===== src/pkg/cdh_pkg.sv =====
/*
 * Constants and types of the character display host port: timing, command field
 * positions, reset values, memory sizes and the cascade shift register length.
 * Assumes a single 10 MHz system clock.
 */
package cdh_pkg;
	// ----------------------------------------------------------------
	// Timing
	// ----------------------------------------------------------------
	localparam int CLK_PERIOD_NS = 100;
	localparam int OP_TIME_NS = 40000;
	// Least time, so round up to whole cycles
	localparam int OP_CYCLES = (OP_TIME_NS + CLK_PERIOD_NS - 1) / CLK_PERIOD_NS;
	localparam int CASC_HALF_CYCLES = 4;

	// ----------------------------------------------------------------
	// Sizes
	// ----------------------------------------------------------------
	localparam int DISP_DEPTH = 128;
	localparam int GLYPH_DEPTH = 64;
	localparam int CASC_STAGES = 100;
	localparam int FIFO_DEPTH = 32;
	localparam int DATA_W = 8;
	localparam int PTR_W = 7;

	// ----------------------------------------------------------------
	// Host register select and status layout
	// ----------------------------------------------------------------
	localparam logic SEL_COMMAND = 1'b0;
	localparam logic SEL_DATA = 1'b1;
	localparam int STATUS_BUSY_BIT = 7;

	// ----------------------------------------------------------------
	// Command field positions
	// ----------------------------------------------------------------
	localparam int CMD_DISP_ADDR_BIT = 7;
	localparam int CMD_GLYPH_ADDR_BIT = 6;
	localparam int CMD_FUNC_BIT = 5;
	localparam int CMD_SHIFT_BIT = 4;
	localparam int CMD_ENTRY_BIT = 2;
	localparam int FUNC_LINES_BIT = 3;
	localparam int SHIFT_DISPLAY_BIT = 3;
	localparam int SHIFT_RIGHT_BIT = 2;
	localparam int ENTRY_INC_BIT = 1;

	// ----------------------------------------------------------------
	// Reset values and fixed addresses
	// ----------------------------------------------------------------
	localparam logic [PTR_W-1:0] PTR_RESET = 7'h00;
	localparam logic [PTR_W-1:0] BASE_RESET = 7'h00;
	localparam logic INC_RESET = 1'b1;
	localparam logic TWO_LINE_RESET = 1'b0;
	localparam logic [PTR_W-1:0] CASC_START_ADDR = 7'h28;

	// Host access as captured from the pins
	typedef struct packed {
		logic rs;
		logic rw;
		logic [DATA_W-1:0] data;
	} cdh_host_req_s;

	typedef enum {ENG_IDLE, ENG_BUSY} cdh_eng_e;
endpackage : cdh_pkg


===== src/hdl/cdh_host_port.sv =====
/*
 * Character display host port: command and data holding registers, busy and
 * address pointer, display and glyph memories, display shift, a data write FIFO
 * and the master/slave cascade shift register.
 * Assumes host pins are asynchronous to clk_sys and held stable around the strobe.
 */
//
// Operation
// - reg_select low picks command register, high picks data register.
// - Status read returns busy on bit 7 and pointer on bits 6..0.
// - Command write captures the byte and starts its internal operation.
// - Data write latches byte and stores it at pointer in chosen memory.
// - Data read loads holding register from memory at pointer and presents it.
// - Command register is write only; no read path returns it.
// - Command and data holding registers are eight bits wide.
// - While busy, report busy high and ignore commands.
// - When idle or done, busy reads low and next command is accepted.
// - Address command loads pointer and selects display or glyph memory.
// - Each data write or read steps pointer by one in chosen direction.
// - Display memory holds 128 eight-bit character codes.
// - Pointer is seven-bit binary, bit 6 most significant.
// - One-line mode maps positions 1..128 to addresses 00..7F.
// - Two-line mode: line one uses 00..3F, line two 40..7F.
// - Display shift moves window by one, wrapping within each line range.
// - Master cascades a slave to show 40 characters per line.
// - Role pin high drives cascade pins out; low takes them in.
// - Cascade shift register advances on falling shift clock edge.
// - Direction high moves data stage 100 to 1; low, 1 to 100.
`timescale 1ns/1ps

// ----------------------------------------------------------------
// Synchronous FIFO
// ----------------------------------------------------------------
module cdh_fifo #(
	parameter int WIDTH = 8,
	parameter int DEPTH = 32
) (
	input wire logic clk_sys, // System clock
	input wire logic srst, // Synchronous reset
	input wire logic in_valid, // Word offered
	output logic in_ready, // Room for a word
	input wire logic [WIDTH-1:0] in_data, // Word in
	output logic out_valid, // Word available
	input wire logic out_ready, // Drain takes word
	output logic [WIDTH-1:0] out_data // Oldest word
);
	localparam int AW = $clog2(DEPTH);
	logic [WIDTH-1:0] mem [DEPTH];
	logic [AW-1:0] wr_r;
	logic [AW-1:0] rd_r;
	logic [AW:0] cnt_r;
	wire push = in_valid & in_ready;
	wire pop = out_valid & out_ready;
	// Honest flags straight from the occupancy count
	assign in_ready = (cnt_r != (AW+1)'(DEPTH));
	assign out_valid = (cnt_r != '0);
	assign out_data = mem[rd_r];
	// Storage has no reset; only the pointers matter
	always_ff @(posedge clk_sys) begin
		if (push) begin
			mem[wr_r] <= in_data;
		end
	end
	// Pointer and count update
	always_ff @(posedge clk_sys) begin
		if (srst) begin
			wr_r <= '0;
			rd_r <= '0;
			cnt_r <= '0;
		end else begin
			wr_r <= push ? AW'(wr_r + 1'b1) : wr_r;
			rd_r <= pop ? AW'(rd_r + 1'b1) : rd_r;
			cnt_r <= (AW+1)'(cnt_r + push - pop);
		end
	end
endmodule : cdh_fifo
// ----------------------------------------------------------------
// Host port top
// ----------------------------------------------------------------
module cdh_host_port
	import cdh_pkg::*;
#(
	parameter int OP_CNT = OP_CYCLES,
	parameter int HALF_CNT = CASC_HALF_CYCLES
) (
	input wire logic clk_sys, // System clock, 10 MHz
	input wire logic srst, // Synchronous reset, active high
	input wire logic bus_strobe, // Host enable pin, access ends on fall
	input wire logic reg_select, // Host register select pin
	input wire logic read_not_write, // Host direction pin, high reads
	input wire logic [DATA_W-1:0] db_in, // Host data bus in
	output logic [DATA_W-1:0] db_out, // Host data bus out
	output logic db_oe, // Host data bus drive enable
	input wire logic role_master, // Role pin, high is master
	input wire logic shift_direction, // Cascade shift direction pin
	input wire logic casc_data_in, // Cascade serial data in
	output logic casc_data_out, // Cascade serial data out
	input wire logic casc_clk_in, // Cascade shift clock in
	output logic cascade_shift_clock, // Cascade shift clock out
	input wire logic casc_latch_in, // Cascade latch in
	output logic cascade_latch, // Cascade latch out
	output logic casc_oe, // Cascade pins drive enable
	input wire logic scan_line, // Scan line select, same clock
	input wire logic [PTR_W-1:0] scan_col, // Scan column, same clock
	output logic [DATA_W-1:0] scan_char, // Character at scanned position
	output logic [CASC_STAGES-1:0] casc_columns // Latched cascade stages
);
	// ----------------------------------------------------------------
	// Pin synchronisers
	// ----------------------------------------------------------------
	localparam int SW = 16;
	logic [SW-1:0] s1_r;
	logic [SW-1:0] s2_r;
	logic e_d3_r;
	logic cclk_d3_r;
	logic clat_d3_r;
	wire [SW-1:0] pins = {bus_strobe, reg_select, read_not_write, db_in, role_master,
		shift_direction, casc_data_in, casc_clk_in, casc_latch_in};

	// Two flops for every pin; edge detectors look only at stage two onward
	always_ff @(posedge clk_sys) begin
		if (srst) begin
			s1_r <= '0;
			s2_r <= '0;
			e_d3_r <= 1'b0;
			cclk_d3_r <= 1'b0;
			clat_d3_r <= 1'b0;
		end else begin
			s1_r <= pins;
			s2_r <= s1_r;
			e_d3_r <= s2_r[15];
			cclk_d3_r <= s2_r[1];
			clat_d3_r <= s2_r[0];
		end
	end
	cdh_host_req_s req;
	wire e_s2 = s2_r[15];
	wire is_master = s2_r[4];
	wire shl_s2 = s2_r[3];
	wire cdata_s2 = s2_r[2];
	assign req = s2_r[14:5];
	wire strobe_fall = e_d3_r & ~e_s2;
	// ----------------------------------------------------------------
	// Control state
	// ----------------------------------------------------------------
	cdh_eng_e eng_r;
	logic [15:0] op_cnt_r;
	logic [DATA_W-1:0] command_holding_reg;
	logic [DATA_W-1:0] data_holding_reg;
	logic [PTR_W-1:0] addr_pointer;
	logic glyph_sel_r;
	logic inc_r;
	logic two_line_r;
	logic [PTR_W-1:0] base_r;
	logic [DATA_W-1:0] db_out_r;
	logic [DATA_W-1:0] scan_char_r;
	logic [DATA_W-1:0] display_char_memory [DISP_DEPTH];
	logic [DATA_W-1:0] glyph_pattern_memory [GLYPH_DEPTH];
	logic fifo_in_ready;
	logic fifo_out_valid;
	logic [DATA_W-1:0] fifo_out_data;
	// Pointer step, modulo 128 either way
	function automatic logic [PTR_W-1:0] step_ptr(input logic [PTR_W-1:0] p, input logic up);
		step_ptr = up ? PTR_W'(p + 1'b1) : PTR_W'(p - 1'b1);
	endfunction : step_ptr
	// Window base shift, wrapping within a line's range
	function automatic logic [PTR_W-1:0] shift_base(input logic [PTR_W-1:0] b,
		input logic right, input logic two);
		logic [PTR_W-1:0] n;
		n = right ? PTR_W'(b - 1'b1) : PTR_W'(b + 1'b1);
		shift_base = two ? {1'b0, n[PTR_W-2:0]} : n;
	endfunction : shift_base
	// ----------------------------------------------------------------
	// Access decode
	// ----------------------------------------------------------------
	// Pending FIFO words count as busy so commands and reads keep write order
	wire busy_indicator = (eng_r == ENG_BUSY) | fifo_out_valid;
	wire acc_cmd = strobe_fall & (req.rs == SEL_COMMAND) & ~req.rw;
	wire acc_wr = strobe_fall & (req.rs == SEL_DATA) & ~req.rw;
	wire acc_rd = strobe_fall & (req.rs == SEL_DATA) & req.rw;
	wire cmd_take = acc_cmd & ~busy_indicator;
	wire rd_take = acc_rd & ~busy_indicator;
	wire drain = fifo_out_valid & (eng_r == ENG_IDLE);
	wire [DATA_W-1:0] cmd = req.data;
	wire c_disp = cmd[CMD_DISP_ADDR_BIT];
	wire c_glyph = ~c_disp & cmd[CMD_GLYPH_ADDR_BIT];
	wire c_func = ~c_disp & ~c_glyph & cmd[CMD_FUNC_BIT];
	wire c_shift = (cmd[7:5] == 3'h0) & cmd[CMD_SHIFT_BIT];
	wire c_entry = (cmd[7:3] == 5'h00) & cmd[CMD_ENTRY_BIT];
	wire [DATA_W-1:0] disp_rd = display_char_memory[addr_pointer];
	wire [DATA_W-1:0] glyph_rd = glyph_pattern_memory[addr_pointer[PTR_W-2:0]];
	wire [DATA_W-1:0] mem_rd = glyph_sel_r ? glyph_rd : disp_rd;
	// Status word never exposes the command register
	wire [DATA_W-1:0] status_word = {busy_indicator, addr_pointer};
	// ----------------------------------------------------------------
	// Data write FIFO; a write arriving while full is dropped
	// ----------------------------------------------------------------
	cdh_fifo #(
		.WIDTH(DATA_W),
		.DEPTH(FIFO_DEPTH)
	) u_wr_fifo (
		.clk_sys(clk_sys),
		.srst(srst),
		.in_valid(acc_wr),
		.in_ready(fifo_in_ready),
		.in_data(req.data),
		.out_valid(fifo_out_valid),
		.out_ready(drain),
		.out_data(fifo_out_data)
	);
	// ----------------------------------------------------------------
	// Internal operation engine
	// ----------------------------------------------------------------
	// Every command and every drained data word occupies the engine for OP_CNT cycles
	always_ff @(posedge clk_sys) begin
		if (srst) begin
			eng_r <= ENG_IDLE;
			op_cnt_r <= '0;
		end else begin
			case (eng_r)
				ENG_IDLE: begin
					if (cmd_take | drain) begin
						eng_r <= ENG_BUSY;
						op_cnt_r <= 16'(OP_CNT - 1);
					end
				end
				ENG_BUSY: begin
					op_cnt_r <= 16'(op_cnt_r - 1'b1);
					if (op_cnt_r == 16'h0000) begin
						eng_r <= ENG_IDLE;
					end
				end
				default: eng_r <= ENG_IDLE;
			endcase
		end
	end
	// ----------------------------------------------------------------
	// Holding registers, pointer and mode bits
	// ----------------------------------------------------------------
	wire [PTR_W-1:0] ptr_nxt = (cmd_take & c_disp) ? cmd[PTR_W-1:0] :
		(cmd_take & c_glyph) ? {1'b0, cmd[PTR_W-2:0]} :
		(drain | rd_take) ? step_ptr(addr_pointer, inc_r) : addr_pointer;
	always_ff @(posedge clk_sys) begin
		if (srst) begin
			command_holding_reg <= '0;
			data_holding_reg <= '0;
			addr_pointer <= PTR_RESET;
			glyph_sel_r <= 1'b0;
			inc_r <= INC_RESET;
			two_line_r <= TWO_LINE_RESET;
			base_r <= BASE_RESET;
		end else begin
			command_holding_reg <= cmd_take ? cmd : command_holding_reg;
			data_holding_reg <= drain ? fifo_out_data :
				rd_take ? mem_rd : data_holding_reg;
			addr_pointer <= ptr_nxt;
			glyph_sel_r <= (cmd_take & (c_disp | c_glyph)) ? c_glyph : glyph_sel_r;
			inc_r <= (cmd_take & c_entry) ? cmd[ENTRY_INC_BIT] : inc_r;
			two_line_r <= (cmd_take & c_func) ? cmd[FUNC_LINES_BIT] : two_line_r;
			base_r <= (cmd_take & c_shift & cmd[SHIFT_DISPLAY_BIT]) ?
				shift_base(base_r, cmd[SHIFT_RIGHT_BIT], two_line_r) : base_r;
		end
	end
	// Memory write at the pointer in the chosen memory
	always_ff @(posedge clk_sys) begin
		if (drain & ~glyph_sel_r) begin
			display_char_memory[addr_pointer] <= fifo_out_data;
		end
		if (drain & glyph_sel_r) begin
			glyph_pattern_memory[addr_pointer[PTR_W-2:0]] <= fifo_out_data;
		end
	end
	// ----------------------------------------------------------------
	// Host read path and display scan
	// ----------------------------------------------------------------
	wire [PTR_W-1:0] col_sum = PTR_W'(scan_col + base_r);
	// One line spans all 128; two lines each wrap inside their 64
	wire [PTR_W-1:0] scan_addr = two_line_r ? {scan_line, col_sum[PTR_W-2:0]}
		: col_sum;
	always_ff @(posedge clk_sys) begin
		if (srst) begin
			db_out_r <= '0;
			scan_char_r <= '0;
		end else begin
			db_out_r <= (req.rs == SEL_DATA) ? mem_rd : status_word;
			scan_char_r <= display_char_memory[scan_addr];
		end
	end
	assign db_out = db_out_r;
	assign db_oe = e_s2 & req.rw;
	assign scan_char = scan_char_r;
	// ----------------------------------------------------------------
	// Cascade serial path
	// ----------------------------------------------------------------
	logic [7:0] div_r;
	logic mclk_r;
	logic mlat_r;
	logic [6:0] stage_cnt_r;
	logic [2:0] bit_r;
	logic [PTR_W-1:0] casc_addr_r;
	logic [CASC_STAGES-1:0] stage_r;
	logic [CASC_STAGES-1:0] columns_r;
	logic casc_dout_r;
	wire tick = (div_r == 8'(HALF_CNT - 1));
	wire m_fall = is_master & tick & mclk_r;
	wire shift_fall = is_master ? m_fall : (cclk_d3_r & ~s2_r[1]);
	wire latch_rise = is_master ? (m_fall & (stage_cnt_r == 7'(CASC_STAGES - 1)))
		: (s2_r[0] & ~clat_d3_r);
	// Master feeds the slave the characters beyond its own 40
	wire [DATA_W-1:0] casc_char = display_char_memory[casc_addr_r];
	wire ser_in = is_master ? casc_char[3'h7 - bit_r] : cdata_s2;
	wire [CASC_STAGES-1:0] stage_nxt = shl_s2 ? {ser_in, stage_r[CASC_STAGES-1:1]}
		: {stage_r[CASC_STAGES-2:0], ser_in};
	wire ser_out = shl_s2 ? stage_r[0] : stage_r[CASC_STAGES-1];
	// Master clock divider and frame counters; idle as slave
	always_ff @(posedge clk_sys) begin
		if (srst | ~is_master) begin
			div_r <= '0;
			mclk_r <= 1'b0;
			mlat_r <= 1'b0;
			stage_cnt_r <= '0;
			bit_r <= '0;
			casc_addr_r <= CASC_START_ADDR;
		end else begin
			div_r <= tick ? 8'h00 : 8'(div_r + 1'b1);
			mclk_r <= tick ? ~mclk_r : mclk_r;
			mlat_r <= latch_rise ? 1'b1 : (tick ? 1'b0 : mlat_r);
			stage_cnt_r <= latch_rise ? 7'h00 : (m_fall ? 7'(stage_cnt_r + 1'b1) : stage_cnt_r);
			bit_r <= m_fall ? 3'(bit_r + 1'b1) : bit_r;
			casc_addr_r <= (m_fall & (bit_r == 3'h7)) ? step_ptr(casc_addr_r, 1'b1) : casc_addr_r;
		end
	end

	// Shift register, latch and serial output
	always_ff @(posedge clk_sys) begin
		if (srst) begin
			stage_r <= '0;
			columns_r <= '0;
			casc_dout_r <= 1'b0;
		end else begin
			stage_r <= shift_fall ? stage_nxt : stage_r;
			columns_r <= latch_rise ? stage_r : columns_r;
			casc_dout_r <= ser_out;
		end
	end

	assign casc_oe = is_master;
	assign casc_data_out = casc_dout_r;
	assign cascade_shift_clock = mclk_r;
	assign cascade_latch = mlat_r;
	assign casc_columns = columns_r;

	// ----------------------------------------------------------------
	// Assertions
	// ----------------------------------------------------------------
	// Tracks the engine's actual length so a shortened engine is still bounded tightly
	localparam int AST_BUSY_MAX = OP_CNT + 2;
endmodule : cdh_host_port


===== config.mk =====
export PLATFORM = sky130hd
export DESIGN_NAME = cdh_host_port
export DESIGN_NICKNAME = d
export VERILOG_FILES = /design/src/pkg/cdh_pkg.sv /design/src/hdl/cdh_host_port.sv
export SDC_FILE = /design/constraint.sdc
export NUM_CORES = 2
export LEC_CHECK = 0
export BUFFER_PORTS_ARGS = -buffer_cell sky130_fd_sc_hd__buf_2
export CORE_MARGIN = 4
export CORE_UTILIZATION = 55
export DETAILED_ROUTE_END_ITERATION = 8
export GPL_TIMING_DRIVEN = 1
export HOLD_SLACK_MARGIN = 0.12
export PLACE_DENSITY = 0.81
export SETUP_SLACK_MARGIN = 0.5
export SLEW_MARGIN = 20
export SYNTH_ARGS = -nofsm -noshare
export SYNTH_HDL_FRONTEND = slang
export SYNTH_SLANG_ARGS = --single-unit

===== constraint.sdc =====
create_clock -name clk_sys -period 4.58 [get_ports clk_sys]
set_input_delay 0.229 -clock clk_sys [delete_from_list [all_inputs] [get_ports clk_sys]]
set_output_delay 0.229 -clock clk_sys [all_outputs]
set_load 0.02 [all_outputs]

# Word level (Yosys, flattened, before mapping)
# Memories as Yosys holds them, arrays and structs flattened. A register that Yosys moved wholly into a read port is not among the register bits.
# Index checks and enable logic that the tools add are counted.
[word_totals]
register_bits = 352
mem_bits_ro = 0
input_bits = 26
mem_bits_rw = 1792
n_memories = 3
latchBits = 0
[op_classes]
mux = 37
n_bitwise = 48
addsub = 15
n_eq_ne = 8
n_lt_le_gt_ge = 1
n_div = 0
shift = 0
n_reduce_logical = 13
multipliers = 0
[memory_table]
columns = ["memory", "depth", "width", "rd", "rd_ports_with_merged_regs", "write_ports", "line", "source"]
rows = [
  ["display_char_memory", 128, 8, 3, 3, 1, "cdh_host_port.sv:157", "logic [DATA_W-1:0] display_char_memory [DISP_DEPTH];"],
  ["glyph_pattern_memory", 64, 8, 1, 1, 1, "cdh_host_port.sv:158", "logic [DATA_W-1:0] glyph_pattern_memory [GLYPH_DEPTH];"],
  ["u_wr_fifo.mem", 32, 8, 1, 1, 1, "cdh_host_port.sv:48", "logic [WIDTH-1:0] mem [DEPTH];"],
]
[ops]
columns = ["cell", "n"]
rows = [
  ["$mux W100", 1],
  ["$mux W7", 11],
  ["$logic_not A32 Y1", 2],
  ["$mux W32", 2],
  ["$pmux W32 S2", 1],
  ["$and A1 B1 Y1", 32],
  ["$eq A32 B1 Y1 const B", 1],
  ["$eq A32 B2 Y1 const B", 1],
  ["$pmux W16 S2", 1],
  ["$add A7 B1 Y7 const B", 4],
  ["$logic_not A16 Y1", 1],
  ["$mux W16", 1],
  ["$mux W8", 2],
  ["$sub A16 B1 Y16 const B", 1],
  ["$sub A7 B1 Y7 const B", 2],
  ["$mux W1", 13],
  ["$mux W6", 2],
  ["$not A1 Y1", 11],
  ["$add A5 B1 Y5 const B", 2],
  ["$mux W5", 2],
  ["$add A8 B1 Y8 const B", 1],
  ["$eq A8 B2 Y1 const B", 1],
  ["$add A7 B7 Y7", 1],
  ["$eq A7 B7 Y1 const B", 1],
  ["other kinds (17)", 25],
]

# Depth between registers and ports, before layout
[logic_depth]
ltp_word = 11
ltp_mapped = 15

# Modules after synthesis
# Synthesis repeated with hierarchy kept, for this count alone.
[hier_totals]
hier_cells = 5668
hier_area_um2 = 99382.8
[modules_own_cells]
columns = ["mod", "cells_per_inst", "area_per_inst_um2", "n_inst"]
rows = [
  ["cdh_host_port", 5050, 88336.0, 1],
  ["cdh_fifo", 618, 11046.8, 1],
]

# Worst setup path before layout
# OpenSTA, ideal clock, no wires.
[synth_path]
path_type = "register to register"
startpoint = "reg (tool-made name)"
endpoint = "mem display_char_memory[0][0], data pin"
setup_slack_ns = 0.971
n_path_buf = 2
arrival_ns = 3.142
setup_time_ns = 0.466
stages_incl_launch_ff = 6
period_less_slack_ns = 3.609
cell_sequence = "dfxtp_1 clkbuf_1 buf_1 mux4_2 mux4_2 mux2_2"
[synth_lines]
columns = ["item", "line"]
rows = [
  ["end, declared", "cdh_host_port.sv:157"],
]

==> impl_metrics.ini <==
[logic_synthesis]
syn_nets = 5611
netlist_area_sq_mm = 0.0991
yosys-top-cells-area = edfxtp_1 (54%), mux4_2 (25%), dfxtp_1 (7.0%), mux2i_1 (2.7%), nor2_1 (1.6%)
yosysTopAreaCell = edfxtp_1
yosysUniqueCellTypes = 64
syn-instance-count = 5544
synth_top_area_share_pct = 54.3
ys_ff_latch = 2140
avgSynthCellArea_sq_um = 17.9
yosysWarnings = 0
synth_edf_count = 1792
synth.most_common_cell = edfxtp_1
async_flop_share_pct = 0
ys_seq_area_share_pct = 61.3
ys.flop_type = edfxtp_1
post_synth_most_frequent_cells = edfxtp_1 (1792), mux4_2 (1111), nor2_1 (431), dfxtp_1 (348), nand2_1 (294)

[hold_path]
min_path_type = in -> reg
hold_depth = 3

[place]
globalplace.congestion = 0.974
dpl_worst_slack_ps = 540
dp_hpwl_mm = 182
io_buffers = 146
post-place-cells = 7923
dpl_cell_area_sq_mm = 0.104

[cells_and_area]
multi_input_area_sq_mm = 0.0365
stdcell_count = 8354
nets = 5874
area_delta_synth_final_pct = 12.3
regArea_sq_mm = 0.0608
finalInstanceArea_sq_mm = 0.111
drive_gt1_share_pct = 32.6
fill_cells = 11700

[critical_path]
crit_end = stage_r[0]
path_cells = buf_12 > buf_4 > nor2b_1 > buf_4 > a22oi_1 > o211ai_1 > nand2_1 > o21ai_1 > a211oi_1 > nor4bb_1 > nor3_1 > o31a_1
cpMostUsedCell = buf_4
cp_slowest_cell = dfxtp_4
crit_buf_inv = 3
cpPeakStageDelay_ps = 670
worst-path-stages = 12
reg2regPathDepth = 12
critPathMaxFanout = 25
start_kind = flip-flop
r2r_slack_ps = 440
critPathTopFamily = simple AND/OR/NAND/NOR gates
r2r-end = stage_r[0]
worst-setup-path-type = reg -> reg
cp.required_ps = 5300
end_kind = flip-flop
arrival_ps = 4860

[sta]
maxSlewViolCount = 0
max-slew-margin-rel_pct = 9.61
finalWorstSetupSlack_ps = 438
tns_ps = 0
rsz0062_at_grt = no
max_freq_mhz = 241
timing.final.crit_share_pct = 90.4
clock_skew_ps = 35.0
hold_violations = 0
worstMarginPinSlew_ps = 1350
setup_viol_count_final = 0
post-route-min-period_ps = 4140

[clocking]
clk_pin_slew_ps = 70
cts_num_sinks = 2140
clockBufferDepth = 3
clk_latency_ps = 870
cts_tree = yes
h-tree-depth = 4
cts_inserted_buffers = 198
cts_root_buf = clkbuf_16

[detailed_routing]
drtAntennaViolNets = 0
route.vias.total = 61600
postRouteWirelength_mm = 295
drc = 0
drt_pass1_iterations = 6
drt_iter0_drc = 10900
vias_per_cell = 7.38
wl_per_cell_um = 35.3

[global_route]
grt_pass1_vias = 60700
grt_usage_pct = 31.4
grt_max_degree = 201
antenna_found_initial = 23
overflow = 0
grt_pass1_wl_mm = 427

[floorplan]
die_y_um = 432
initial_utilization_pct = 55.4
coreArea_sq_mm = 0.179
rows = 155
dieArea_sq_mm = 0.187
die_w_um = 432
io_pins = 147

[job]
cap_viol_max_count = 0

[pwr]
leakagePower_nw = 34.3
finalPower_w = 0.0548
vdd_ir_drop_max_v = 0.000456
power_density_mw_per_mm2 = 492

[outcome]
outcome = finished clean
==> flip-flops by register name, summed over array words and instances (netlist names), 3 cells and up, named ones only <==
signal and cells:
u_wr_fifo.wr_r 5, u_wr_fifo.mem 256, base_r 7, glyph_pattern_memory 512, display_char_memory 1024, s2_r 16
db_out 8, stage_cnt_r 7, s1_r 16, stage_r 100, u_wr_fifo.rd_r 5, div_r 8
addr_pointer 7, bit_r 3, u_wr_fifo.cnt_r 6, casc_addr_r 7, casc_columns 100, scan_char 8
op_cnt_r 16
==> layout make-up <==
class | instances | share of cell area (%)
repair buffers | 497 | 3.79
clock inverters | 144 | 1.19
diodes | 16 | 0.0360
clock buffers | 232 | 4.72
flip-flops and latches | 2140 | 54.7
inverters | 38 | 0.128
multi-input cells | 2932 | 32.8
well taps | 2355 | 2.65
==> cell usage in the layout (no fill, tap or decap), types with 145 or more instances in the layout <==
cell type and n:
nor2_1 428, buf_4 260, clkbuf_16 203, mux4_2 1111
mux2i_1 269, nand2_1 294, buf_2 145, a21oi_1 156
edfxtp_1 1792, dfxtp_1 331
==> worst min-delay path by stage <==
stage	slack, ps	end	from
finish	170	s1_r[4]	role_master
global route	160	s1_r[0]	casc_latch_in
CTS	120	s1_r[0]	casc_latch_in
detailed placement	430	s2_r[4]	s1_r[4]
global placement	420	s2_r[4]	s1_r[4]
floorplan	360	s1_r[0]	casc_latch_in
==> metal layers <==
layer  vias to the layer above  global-route usage (%)  share of wire [%]
li1                      23500                       -                  -
met3                      1156                    11.2                 16
met2                      6044                    46.9                 45
met5                         -                   0.104              0.026
met4                        12                    15.8                6.4
met1                     30900                    41.2                 32
==> stage by stage <==
step / utilization (%) / hold slack [ps]
detailed placement: 58.2 / 428
global placement: 58.2 / 419
finish: 62.2 / 168
CTS: 62.1 / 121
floorplan: - / 357
global route: 62.2 / 163
==> logic make-up (layout without fill, tap and decap cells) <==
logic type | after synthesis | count (layout) | share of synthesized area [%]
adder cells (fa/ha/maj) | 41 | 41 | 0.548
multiplexers | 1392 | 1392 | 28.1
flip-flops | 2140 | 2140 | 61.3
buffers and inverters | 472 | 911 | 2.09
other | 0 | 16 | 0
XOR/XNOR | 48 | 48 | 0.424
AND/OR/NAND/NOR | 947 | 947 | 4.11
AO/OA/AOI/OAI | 504 | 504 | 3.40
==> worst register-to-register path: stages, from the launching register on <==
cell	delay, ps
dfxtp_4	670
buf_12	320
buf_4	370
nor2b_1	280
buf_4	240
a22oi_1	100
o211ai_1	110
nand2_1	130
o21ai_1	410
a211oi_1	150
nor4bb_1	600
nor3_1	270
o31a_1	350
==> power by group <==
part	switching, W	leakage, nW	internal (W)
clock network	0.00762	3.21	0.00924
registers	0.000687	19.0	0.0234
logic	0.00811	12.1	0.00570
total	0.0164	34.3	0.0384
==> what timing repair did <==
| item | in CTS | in global routing |
|---|---|---|
| cloned | 0 | 0 |
| setup buffers | 1 | 1 |
| hold buffers | 32 | 0 |
| setup endpoints to repair | 2 | 4 |
| gates resized for setup | 0 | 3 |
| hold endpoints to repair | 80 | 0 |
(Power assumes the default switching activity.)
